$ cat config.mk
export PLATFORM = sky130hd
export DESIGN_NAME = fcsp_flash_seq
export DESIGN_NICKNAME = d
export VERILOG_FILES = /design/src/common/fcsp_pkg.sv /design/src/fcsp_flash_seq.sv
export VERILOG_INCLUDE_DIRS = /design/src /design/src/common
export SDC_FILE = /design/constraint.sdc
export NUM_CORES = 1
export LEC_CHECK = 0
export CORE_MARGIN = 2
export CORE_UTILIZATION = 58
export DETAILED_ROUTE_END_ITERATION = 8
export DONT_BUFFER_PORTS = 1
export PLACE_DENSITY = 0.85
export SLEW_MARGIN = 20
export SYNTH_ARGS = -nofsm -noshare
export SYNTH_HDL_FRONTEND = slang
export SYNTH_SLANG_ARGS = --single-unit
$ cat constraint.sdc
create_clock -name clk -period 2.7 [get_ports clk]
set_clock_uncertainty 0.2 [all_clocks]
set_input_delay 0.27 -clock clk [delete_from_list [all_inputs] [get_ports clk]]
set_output_delay 0.27 -clock clk [all_outputs]
set_load 0.05 [all_outputs]
$ cat src/common/fcsp_defs.svh
// Register offsets, field positions, command codes and timing counts for the flash sequencer
`ifndef FCSP_DEFS_SVH
`define FCSP_DEFS_SVH
`define FCSP_OFF_PROT     12'h000
`define FCSP_OFF_STAT     12'h004
`define FCSP_OFF_CMD      12'h008
`define FCSP_OFF_DIV      12'h00c
`define FCSP_OFF_ADDR     12'h010
`define FCSP_OFF_DATA     12'h014
`define FCSP_OFF_INTMASK  12'h018
`define FCSP_OFF_INTSTAT  12'h01c
`define FCSP_OFF_CTRL     12'h020
`define FCSP_ST_CBEF      7
`define FCSP_ST_CCF       6
`define FCSP_ST_PVIOL     5
`define FCSP_ST_ACCERR    4
`define FCSP_ST_BLANK     2
`define FCSP_CMD_BLANK    8'h05
`define FCSP_CMD_BYTE     8'h20
`define FCSP_CMD_BURST    8'h25
`define FCSP_CMD_PAGE     8'h40
`define FCSP_CMD_MASS     8'h41
`define FCSP_PULSES_PROG  16'h0008
`define FCSP_PULSES_PAGE  16'h0040
`define FCSP_PULSES_MASS  16'h0100
`define FCSP_PULSES_BLANK 16'h0010
`define FCSP_ADDR_W       16
`endif

$ cat src/common/fcsp_pkg.sv
// Types shared by the flash sequencer
package fcsp_pkg;
  typedef enum logic [1:0] {FCSP_IDLE, FCSP_RUN} fcsp_state_t;
endpackage

$ cat src/fcsp_flash_seq.sv
// Flash command, status and protection register block with APB slave
//
// Local design decisions: the APB interface to the registers and the register addresses.
`timescale 1ns/1ps
`default_nettype none
`include "fcsp_defs.svh"
module fcsp_flash_seq
  import fcsp_pkg::*;
(
  input  wire logic        clk,            // Bus clock, 40 MHz
  input  wire logic        rst_n,          // Asynchronous reset, active low
  input  wire logic        psel,           // APB select
  input  wire logic        penable,        // APB access phase
  input  wire logic        pwrite,         // APB direction
  input  wire logic [11:0] paddr,          // APB byte address
  input  wire logic [31:0] pwdata,         // APB write data
  output logic      [31:0] prdata,         // APB read data
  output logic             pready,         // APB ready
  output logic             pslverr,        // APB error on unmapped address
  input  wire logic [7:0]  storedProtByte, // Nonvolatile protection byte
  input  wire logic        dbgProtWr,      // Debug write strobe to protection
  input  wire logic [7:0]  dbgProtData,    // Debug write data
  input  wire logic        stopReq,        // Stop mode entry, same clock
  input  wire logic        arrayErased,    // Array reads all erased
  output logic             flashClkEn,     // One-cycle flash clock enable
  output logic             progStrobe,     // Array operation start pulse
  output logic [7:0]       opCode,         // Command in the array
  output logic [15:0]      opAddr,         // Target address
  output logic [7:0]       opData,         // Program data
  output logic             irq             // Level interrupt
);
  logic [7:0]  protection;
  logic        protLoaded;
  logic        bufferEmpty, cmdComplete, protViol, accErr, blankFlag;
  logic [7:0]  cmdReg;
  logic [15:0] addrReg;
  logic [7:0]  dataReg;
  logic        prdiv8, divInit;
  logic [5:0]  divField;
  logic [4:0]  intMask, intStat;
  fcsp_state_t state;
  logic [15:0] pulses;
  logic [2:0]  pre8;
  logic [5:0]  divCnt;
  logic        pendValid;
  logic [7:0]  pendCode;
  logic [15:0] pendAddr;
  logic [7:0]  pendData;

  wire wrEn = psel & penable & pwrite;
  wire rdMapped = (paddr <= `FCSP_OFF_CTRL) && (paddr[1:0] == 2'b00);

  // Protected when enabled and address above the boundary end
  function automatic logic isProtected(input logic [7:0] p, input logic [15:0] a);
    isProtected = ~p[0] && (a[15:9] > p[7:1]);
  endfunction

  // Recognised codes
  function automatic logic isLegal(input logic [7:0] c);
    isLegal = (c == `FCSP_CMD_BLANK) || (c == `FCSP_CMD_BYTE) ||
              (c == `FCSP_CMD_BURST) || (c == `FCSP_CMD_PAGE) ||
              (c == `FCSP_CMD_MASS);
  endfunction

  function automatic logic [15:0] pulseCount(input logic [7:0] c);
    unique case (c)
      `FCSP_CMD_BLANK: pulseCount = `FCSP_PULSES_BLANK;
      `FCSP_CMD_PAGE:  pulseCount = `FCSP_PULSES_PAGE;
      `FCSP_CMD_MASS:  pulseCount = `FCSP_PULSES_MASS;
      default:         pulseCount = `FCSP_PULSES_PROG;
    endcase
  endfunction

  wire launch   = wrEn && (paddr == `FCSP_OFF_STAT) && pwdata[`FCSP_ST_CBEF] && bufferEmpty;
  wire isErase  = (cmdReg == `FCSP_CMD_PAGE) || (cmdReg == `FCSP_CMD_MASS);
  wire isProg   = (cmdReg == `FCSP_CMD_BYTE) || (cmdReg == `FCSP_CMD_BURST) || isErase;
  // A running non-burst command accepts no second command
  wire seqErr   = (state == FCSP_RUN) && ((opCode != `FCSP_CMD_BURST) ||
                  (cmdReg != `FCSP_CMD_BURST));
  wire badCmd   = ~isLegal(cmdReg) || seqErr || (isProg && ~divInit);
  wire violCmd  = isProg && (cmdReg != `FCSP_CMD_MASS || ~protection[0]) &&
                  (cmdReg == `FCSP_CMD_MASS ? ~protection[0] : isProtected(protection, addrReg));
  wire goodLaunch = launch && ~badCmd && ~violCmd;
  wire startOp  = (state == FCSP_IDLE) && (pendValid || goodLaunch);
  wire finishOp = (state == FCSP_RUN) && flashClkEn && (pulses == 16'h0001);
  wire stopErr  = stopReq && (state == FCSP_RUN);

  // Flash clock divider: bus, optional divide by eight, then divider plus one
  always_ff @(posedge clk or negedge rst_n)
  begin
    if (!rst_n)
    begin
      pre8 <= 3'h0;
      divCnt <= 6'h00;
    end
    else
    begin
      if (!prdiv8 || pre8 == 3'h7)
      begin
        divCnt <= (divCnt >= divField) ? 6'h00 : divCnt + 6'h01;
      end
      pre8 <= prdiv8 ? pre8 + 3'h1 : 3'h0;
    end
  end
  assign flashClkEn = (!prdiv8 || pre8 == 3'h7) && (divCnt >= divField);

  // Protection: captured just after reset release since async reset takes constants only
  always_ff @(posedge clk or negedge rst_n)
  begin
    if (!rst_n)
    begin
      protection <= 8'hff;
      protLoaded <= 1'b0;
    end
    else if (!protLoaded)
    begin
      protection <= storedProtByte;
      protLoaded <= 1'b1;
    end
    else if (dbgProtWr)
    begin
      protection <= dbgProtData;
    end
    else if (wrEn && paddr == `FCSP_OFF_PROT && !protection[0])
    begin
      if (pwdata[7:1] < protection[7:1])
        protection[7:1] <= pwdata[7:1];
    end
  end

  // Clock divider settings; first write marks the divider initialised
  always_ff @(posedge clk or negedge rst_n)
  begin
    if (!rst_n)
    begin
      prdiv8 <= 1'b0;
      divField <= 6'h00;
      divInit <= 1'b0;
    end
    else if (wrEn && paddr == `FCSP_OFF_DIV && !divInit)
    begin
      prdiv8 <= pwdata[6];
      divField <= pwdata[5:0];
      divInit <= 1'b1;
    end
  end

  // Command, address and data capture; writes while the buffer is full are dropped
  always_ff @(posedge clk or negedge rst_n)
  begin
    if (!rst_n)
    begin
      cmdReg <= 8'h00;
      addrReg <= 16'h0000;
      dataReg <= 8'h00;
    end
    else if (wrEn && bufferEmpty)
    begin
      if (paddr == `FCSP_OFF_CMD) cmdReg <= pwdata[7:0];
      if (paddr == `FCSP_OFF_ADDR) addrReg <= pwdata[15:0];
      if (paddr == `FCSP_OFF_DATA) dataReg <= pwdata[7:0];
    end
  end

  // One-deep buffer holds a launched command until the array is free
  always_ff @(posedge clk or negedge rst_n)
  begin
    if (!rst_n)
    begin
      pendValid <= 1'b0;
      pendCode <= 8'h00;
      pendAddr <= 16'h0000;
      pendData <= 8'h00;
    end
    else if (stopErr)
      pendValid <= 1'b0;
    else if (goodLaunch && (state == FCSP_RUN || pendValid))
    begin
      pendValid <= 1'b1;
      pendCode <= cmdReg;
      pendAddr <= addrReg;
      pendData <= dataReg;
    end
    else if (startOp)
      pendValid <= 1'b0;
  end

  // Array sequencer
  always_ff @(posedge clk or negedge rst_n)
  begin
    if (!rst_n)
    begin
      state <= FCSP_IDLE;
      pulses <= 16'h0000;
      opCode <= 8'h00;
      opAddr <= 16'h0000;
      opData <= 8'h00;
      progStrobe <= 1'b0;
    end
    else
    begin
      progStrobe <= 1'b0;
      unique case (state)
        FCSP_IDLE:
          if (startOp)
          begin
            state <= FCSP_RUN;
            opCode <= pendValid ? pendCode : cmdReg;
            opAddr <= pendValid ? pendAddr : addrReg;
            opData <= pendValid ? pendData : dataReg;
            pulses <= pulseCount(pendValid ? pendCode : cmdReg);
            progStrobe <= 1'b1;
          end
        FCSP_RUN:
          if (stopErr)
            state <= FCSP_IDLE;
          else if (flashClkEn)
          begin
            pulses <= pulses - 16'h0001;
            if (pulses == 16'h0001)
              state <= FCSP_IDLE;
          end
      endcase
    end
  end

  // Buffer-empty: cleared on launch, set again once the launched command sits in the array,
  // so a second burst can be queued while the first one is still programming
  always_ff @(posedge clk or negedge rst_n)
  begin
    if (!rst_n)
      bufferEmpty <= 1'b1;
    else if (goodLaunch)
      bufferEmpty <= 1'b0;
    else if (!bufferEmpty && (!pendValid || startOp || stopErr))
      bufferEmpty <= 1'b1;
  end

  // Completion: set once idle with empty buffer, ignores writes
  always_ff @(posedge clk or negedge rst_n)
  begin
    if (!rst_n)
      cmdComplete <= 1'b1;
    else if (goodLaunch)
      cmdComplete <= 1'b0;
    else if (state == FCSP_IDLE && !pendValid && bufferEmpty)
      cmdComplete <= 1'b1;
  end

  // Error flags: a new error wins over a same-cycle write-one clear
  always_ff @(posedge clk or negedge rst_n)
  begin
    if (!rst_n)
    begin
      protViol <= 1'b0;
      accErr <= 1'b0;
    end
    else
    begin
      if (launch && !badCmd && violCmd)
        protViol <= 1'b1;
      else if (wrEn && paddr == `FCSP_OFF_STAT && pwdata[`FCSP_ST_PVIOL])
        protViol <= 1'b0;
      if ((launch && badCmd) || stopErr)
        accErr <= 1'b1;
      else if (wrEn && paddr == `FCSP_OFF_STAT && pwdata[`FCSP_ST_ACCERR])
        accErr <= 1'b0;
    end
  end

  // Blank result
  always_ff @(posedge clk or negedge rst_n)
  begin
    if (!rst_n)
      blankFlag <= 1'b0;
    else if (goodLaunch)
      blankFlag <= 1'b0;
    else if (finishOp && opCode == `FCSP_CMD_BLANK)
      blankFlag <= arrayErased;
  end

  // Interrupt status: completion, buffer empty, violation, access error, blank
  wire [4:0] events = {finishOp & (opCode == `FCSP_CMD_BLANK) & arrayErased,
                       (launch && badCmd) || stopErr,
                       launch && !badCmd && violCmd,
                       startOp && pendValid,
                       finishOp && !pendValid};
  always_ff @(posedge clk or negedge rst_n)
  begin
    if (!rst_n)
    begin
      intStat <= 5'h00;
      intMask <= 5'h00;
    end
    else
    begin
      intStat <= events | (intStat &
        ~((wrEn && paddr == `FCSP_OFF_INTSTAT) ? pwdata[4:0] : 5'h00));
      if (wrEn && paddr == `FCSP_OFF_INTMASK)
        intMask <= pwdata[4:0];
    end
  end
  assign irq = |(intStat & intMask);

  // APB: zero wait states, error on unmapped address
  assign pready = 1'b1;
  assign pslverr = psel && penable && !rdMapped;
  always_ff @(posedge clk or negedge rst_n)
  begin
    if (!rst_n)
      prdata <= 32'h0000_0000;
    else if (psel && !penable && !pwrite)
    begin
      unique case (paddr)
        `FCSP_OFF_PROT:    prdata <= {24'h000000, protection};
        `FCSP_OFF_STAT:    prdata <= {24'h000000, bufferEmpty, cmdComplete, protViol,
                                       accErr, 1'b0, blankFlag, 2'b00};
        `FCSP_OFF_CMD:     prdata <= {24'h000000, cmdReg};
        `FCSP_OFF_DIV:     prdata <= {24'h000000, divInit, prdiv8, divField};
        `FCSP_OFF_ADDR:    prdata <= {16'h0000, addrReg};
        `FCSP_OFF_DATA:    prdata <= {24'h000000, dataReg};
        `FCSP_OFF_INTMASK: prdata <= {27'h0000000, intMask};
        `FCSP_OFF_INTSTAT: prdata <= {27'h0000000, intStat};
        default:           prdata <= 32'h0000_0000;
      endcase
    end
  end
endmodule
`default_nettype wire

## Yosys cells after proc, flatten, opt, wreduce, memory -nomap -nowiden

Cells that the tools add are included.

- $add $sub $neg: 3
- Magnitude comparators: 4
- Equal/unequal tests: 30
- Multiplexer cells: 38
- Bitwise gates (word level): 14
- Reductions and logical operators: 83

Operators with widths:

| cell | number |
|---|---|
| one-hot mux 16 bit (8 select lines) | 1 |
| two-way mux 16 bit | 4 |
| equality test 12 x 5 -> 1 bit, second input constant | 4 |
| logical AND 1 bit | 39 |
| equality test 8 x 7 -> 1 bit, second input constant | 4 |
| one-hot mux 16 bit (2 select lines) | 1 |
| one-hot mux 9 bit (3 select lines) | 1 |
| equality test 12 x 4 -> 1 bit, second input constant | 2 |
| equality test 8 x 3 -> 1 bit, second input constant | 3 |
| two-way mux 8 bit | 3 |
| two-way mux 7 bit | 3 |
| logical OR 1 bit | 17 |
| two-way mux 1 bit | 17 |
| equality test 16 x 1 -> 1 bit, second input constant | 1 |
| equality test 8 x 6 -> 1 bit, second input constant | 2 |
| != test 8 x 6 -> 1 bit, second input constant | 2 |
| subtractor 16 x 1 -> 16 bit, second input constant | 1 |
| equality test 12 x 3 -> 1 bit, second input constant | 1 |
| less-or-equal comparator 12 x 6 -> 1 bit, second input constant | 1 |
| logical NOT 12 bit | 1 |
| AND reduction 2 bit | 6 |
| AND 5 bit | 2 |
| nonzero test 2 bit | 5 |
| logical NOT 1 bit | 9 |
| 24 further kinds | 42 |

- Bits in registers: 189
- Bits of input ports: 68
- Word-level logic and storage cells: 201

## Depth between registers and ports, before layout

- Word-level depth: 18
- Depth in mapped cells: 11

## Worst setup path before layout

Ideal clock, no wire load.

- Path kind: register to register
- Start point: register divCnt[0]
- End point: register pulses[3]
- Arrival: 2.807 ns
- Data required time: 2.362 ns
- Slack: -0.445 ns
- Cell stages (with the launch flop): 10
- Clock period less this slack: 3.145 ns
- Cells stage by stage: dfrtp_1 > inv_1 > ha_1 > nand2b_1 > a21o_1 > a21oi_1 > o22ai_1 > nand2_1 > o41ai_1 > o22ai_1

- Cells in the longest elaborated chain, start to end: 4

Ends and longest elaborated chain:

| item | line | text |
|---|---|---|
| start, declared | fcsp_flash_seq.sv:44 | `logic [5:0] divCnt;` |
| start signal, assigned | fcsp_flash_seq.sv:100 | `divCnt <= (divCnt >= divField) ? 6'h00 : divCnt + 6'h01;` |
| >= comparator 6 bit | fcsp_flash_seq.sv:105 | `assign flashClkEn = (!prdiv8 \|\| pre8 == 3'h7) && (divCnt >= divField);` |
| logical AND 1 bit | fcsp_flash_seq.sv:105 |  |
| named net flashClkEn | fcsp_flash_seq.sv:25 | `output logic flashClkEn,` |
| != test 2 bit (no line) | n/a |  |
| AND reduction 3 bit (no line) | n/a |  |
| end signal, assigned | fcsp_flash_seq.sv:211 | `pulses <= pulseCount(pendValid ? pendCode : cmdReg);` |
| end signal, assigned | fcsp_flash_seq.sv:219 | `pulses <= pulses - 16'h0001;` |
| end, declared | fcsp_flash_seq.sv:42 | `logic [15:0] pulses;` |

The timed path passes the listed nets, and every way through them passes these cells.
A chain may end at the register's enable or synchronous reset.

## Worst setup path in the final report

- Start point: register protection[6]
- End point: register pendCode[5]

- Cells in the longest elaborated chain, start to end: 8

Ends and longest elaborated chain:

| item | line | text |
|---|---|---|
| start, declared | fcsp_flash_seq.sv:32 | `logic [7:0] protection;` |
| start signal, assigned | fcsp_flash_seq.sv:117 | `protection <= storedProtByte;` |
| start signal, assigned | fcsp_flash_seq.sv:122 | `protection <= dbgProtData;` |
| start signal, assigned | fcsp_flash_seq.sv:127 | `protection[7:1] <= pwdata[7:1];` |
| greater-than comparator 7 bit | fcsp_flash_seq.sv:55 | `isProtected = ~p[0] && (a[15:9] > p[7:1]);` |
| logical AND 1 bit | fcsp_flash_seq.sv:55 |  |
| two-way mux 1 bit | fcsp_flash_seq.sv:82 | `` (cmdReg == `FCSP_CMD_MASS ? ~protection[0] : isProtected(protection, addrReg)); `` |
| logical AND 1 bit | fcsp_flash_seq.sv:81 | `` wire violCmd = isProg && (cmdReg != `FCSP_CMD_MASS \|\| ~protection[0]) && `` |
| inverter 1 bit | fcsp_flash_seq.sv:83 | `wire goodLaunch = launch && ~badCmd && ~violCmd;` |
| logical AND 1 bit | fcsp_flash_seq.sv:83 |  |
| logical AND 1 bit | fcsp_flash_seq.sv:177 | `else if (goodLaunch && (state == FCSP_RUN \|\| pendValid))` |
| AND reduction 2 bit (no line) | n/a |  |
| end signal, assigned | fcsp_flash_seq.sv:180 | `pendCode <= cmdReg;` |
| end, declared | fcsp_flash_seq.sv:46 | `logic [7:0] pendCode;` |

No other way between the ends.

==> summary.txt <==
status: finished with violations
failing checks: negative hold slack, negative setup slack
crit start category: flop
max-slew violation count: 0
#FFs+latches synth: 172
top cells by area, synth: dfrtp_1 (47%), mux2_2 (5.6%), mux2i_1 (5.6%)
Core Area: 14500 sq um
dpl cell area: 9430 sq um
Post-synth top cells: dfrtp_1 (162), nor2_1 (69), nand2_1 (61)
Data required, critical path: 2820 ps
met1 wire length: 10.3 mm
initial detailed-routing violation count: 746
WL met2: 13.7 mm
Slew @ Worst Pin: 1180 ps
wire length on met3: 2.51 mm
Mapped Area: 8660 sq um
vias per cell: 6.69
htree depth: 4
Final Hold Fails: 172
vias in the first global route: 7494
Yosys cell types: 75
worst r2r src: protection[6]
CP Class: reg2reg
ys async rst share: 1.00
R2R cell count: 10
final std cells w/o fill: 1099
Setup Viol. Count Final: 79
Skew-Pair Late Insertion Delay: 440 ps
detailed-route via count: 7355
Mapped Cells: 795
Finished Core Util: 0.760
Slew HR: 0.207
crit path capture type: flop
Pleak: 0.00503 uW
final routed DRC violation total: 0
CTS tree: built
top-level I/O count: 137
Die ar.: 15900 sq um
total gr overflow: 0
Synth Flop Type: dfrtp_1
Placed Cells: 1010
multi-input logic area: 4460 sq um
unrepaired setup endpoints after global routing: yes
hold buffers post-CTS: 33
Root Driver: clkbuf_16
first-pass GRT wire length: 41.4 mm
average cell area after synthesis: 10.9 sq um
Top Layer Used: met4
CTS Buffer Depth: 2
Final Cycle Share: 1.12
synthesis-to-layout area growth: 27.6%
post-synthesis adder-cell area fraction: 0.0347
DIE WIDTH: 126 um
fin crit period: 3020 ps
count leader, synth: dfrtp_1
Simple-Gate Fraction of Synth Area: 0.138
Worst Path Arrival: 3150 ps
Final nets: 993
largest net degree at the start of global routing: 173
crit path from: protection[6]
worst vdd ir: 557 uV
Syn. warnings: 0
register area: 4330 sq um
Max Freq: 0.331 GHz
Final Instance Area: 11000 sq um
Tot GR Track Use: 0.335
Min-Delay Path Class: in2async
xor/xnor cell area share of the yosys netlist: 0.00405
layout cell share with drive strength beyond 1: 0.317
Post-synth EDFFs: 0
global placer's final weighted congestion: 0.927
sequential share of the synthesized area: 0.499
Die Y: 126 um
FP Rows: 44
setup ws final: -322 ps
P per Cell Area: 522 nW/um^2
leading area contributor after synthesis: dfrtp_1
Max FO, Critical Path: 5
Routed WL: 28.0 mm
number of port buffers: 0
hold_ws: -668 ps
initial antenna violation count: 1
largest family of logic cells by synthesized area: multiplexers
Synth Area in Compound Gates: 0.130
Yosys top cell area share: 0.468
post-detailed-route count of antenna-violating nets: 0
max_cap viols: 0
DR pass1 iterations: 6
# clock sinks: 172
proportion of synthesized area in mux cells: 0.145
Clk pin slew, worst setup/hold paths: 70 ps
Fillers: 824
Initial Util: 0.596
Num CTS Buffers: 17
hpwl dp: 16.1 mm
wire length per cell: 25.5 um
-- state kept, by name, summed over array words and instances, names as in the netlist, 3 cells and up --
signal,count
pendAddr,16
divCnt,6
opAddr,16
cmdReg,8
prdata,16
opCode,8
pendCode,8
addrReg,16
pulses,16
opData,8
intStat,5
pre8,3
intMask,5
dataReg,8
divField,6
pendData,8
protection,8
-- power by group --
part | switching, uW | internal (uW)
sequential | 76.0 | 2650
clock | 1060 | 1460
combinational | 296 | 221
total | 1430 | 4330
-- critical path, cell delays in order, from the launching register on --
cell	delay (ps)
dfstp_2	550
inv_2	60
ha_4	210
o21ai_0	220
nor2_1	80
o311a_1	380
o21bai_1	230
and3_4	230
o21a_4	250
clkbuf_16	200
mux2_1	320
-- cells by family (layout without fill, tap and decap cells) --
family,Yosys count,in the layout
other,2,20
AO/OA/AOI/OAI,166,166
multiplexers,117,117
AND/OR/NAND/NOR,233,234
XOR/XNOR,4,4
flip-flops,172,172
buffers and inverters,77,178
adder cells (fa/ha/maj),24,24
-- what timing repair did --
action	CTS	global route
setup endpoints to repair	80	83
setup buffers	5	5
hold endpoints to repair	236	172
cloned	6	7
gates resized for setup	33	30
pin swaps	1	11
-- layer usage --
layer | GRT usage | vias to the layer above
li1 | - | 3060
met1 | 0.420 | 3675
met2 | 0.542 | 495
met3 | 0.0718 | 125
met4 | 0.188 | 0
met5 | 0 | -
-- worst paths after layout --
kind / to / slack, ps
min in group clk: pulses[5] / 10
max in group asynchronous: protection[0] / 2670
min reg2reg: pre8[0] / 240
min: pre8[2] / -670
max: pendCode[5] / -320
max reg2reg: pendCode[5] / -320
-- cell usage in the layout (no fill, tap or decap), drive strengths merged, types with 14 or more instances in the layout --
cell type    instances
dfrtp              162
buf                 85
nor2                70
mux2                69
nand2               63
a21oi               49
mux2i               48
dlygate4sd3         33
o21ai               31
clkbuf              28
inv                 24
ha                  24
conb                18
nor3                14
nand3               14
-- per-stage QoR --
| step | setup TNS, ps | hold slack (ps) | setup WS, ps | power (uW) |
|---|---|---|---|---|
| global placement | -11190 | -220 | -235 | 3140 |
| global route | -23810 | -678 | -389 | 5900 |
| detailed placement | -16020 | -221 | -322 | 3170 |
| floorplan | -2980 | -226 | -67.8 | 3080 |
| CTS | -13350 | -680 | -229 | 5680 |
| finish | -19890 | -668 | -322 | 5760 |
-- cell type report --
type	instances	share of cell area
multi-input combinational	563	0.404
antenna	2	0.000453
sequential	172	0.392
clock inverter	9	0.0102
timing repair buffer	124	0.121
tap	184	0.0208
inverter	23	0.00782
clock buffer	22	0.0439
(Power assumes the default switching activity.)
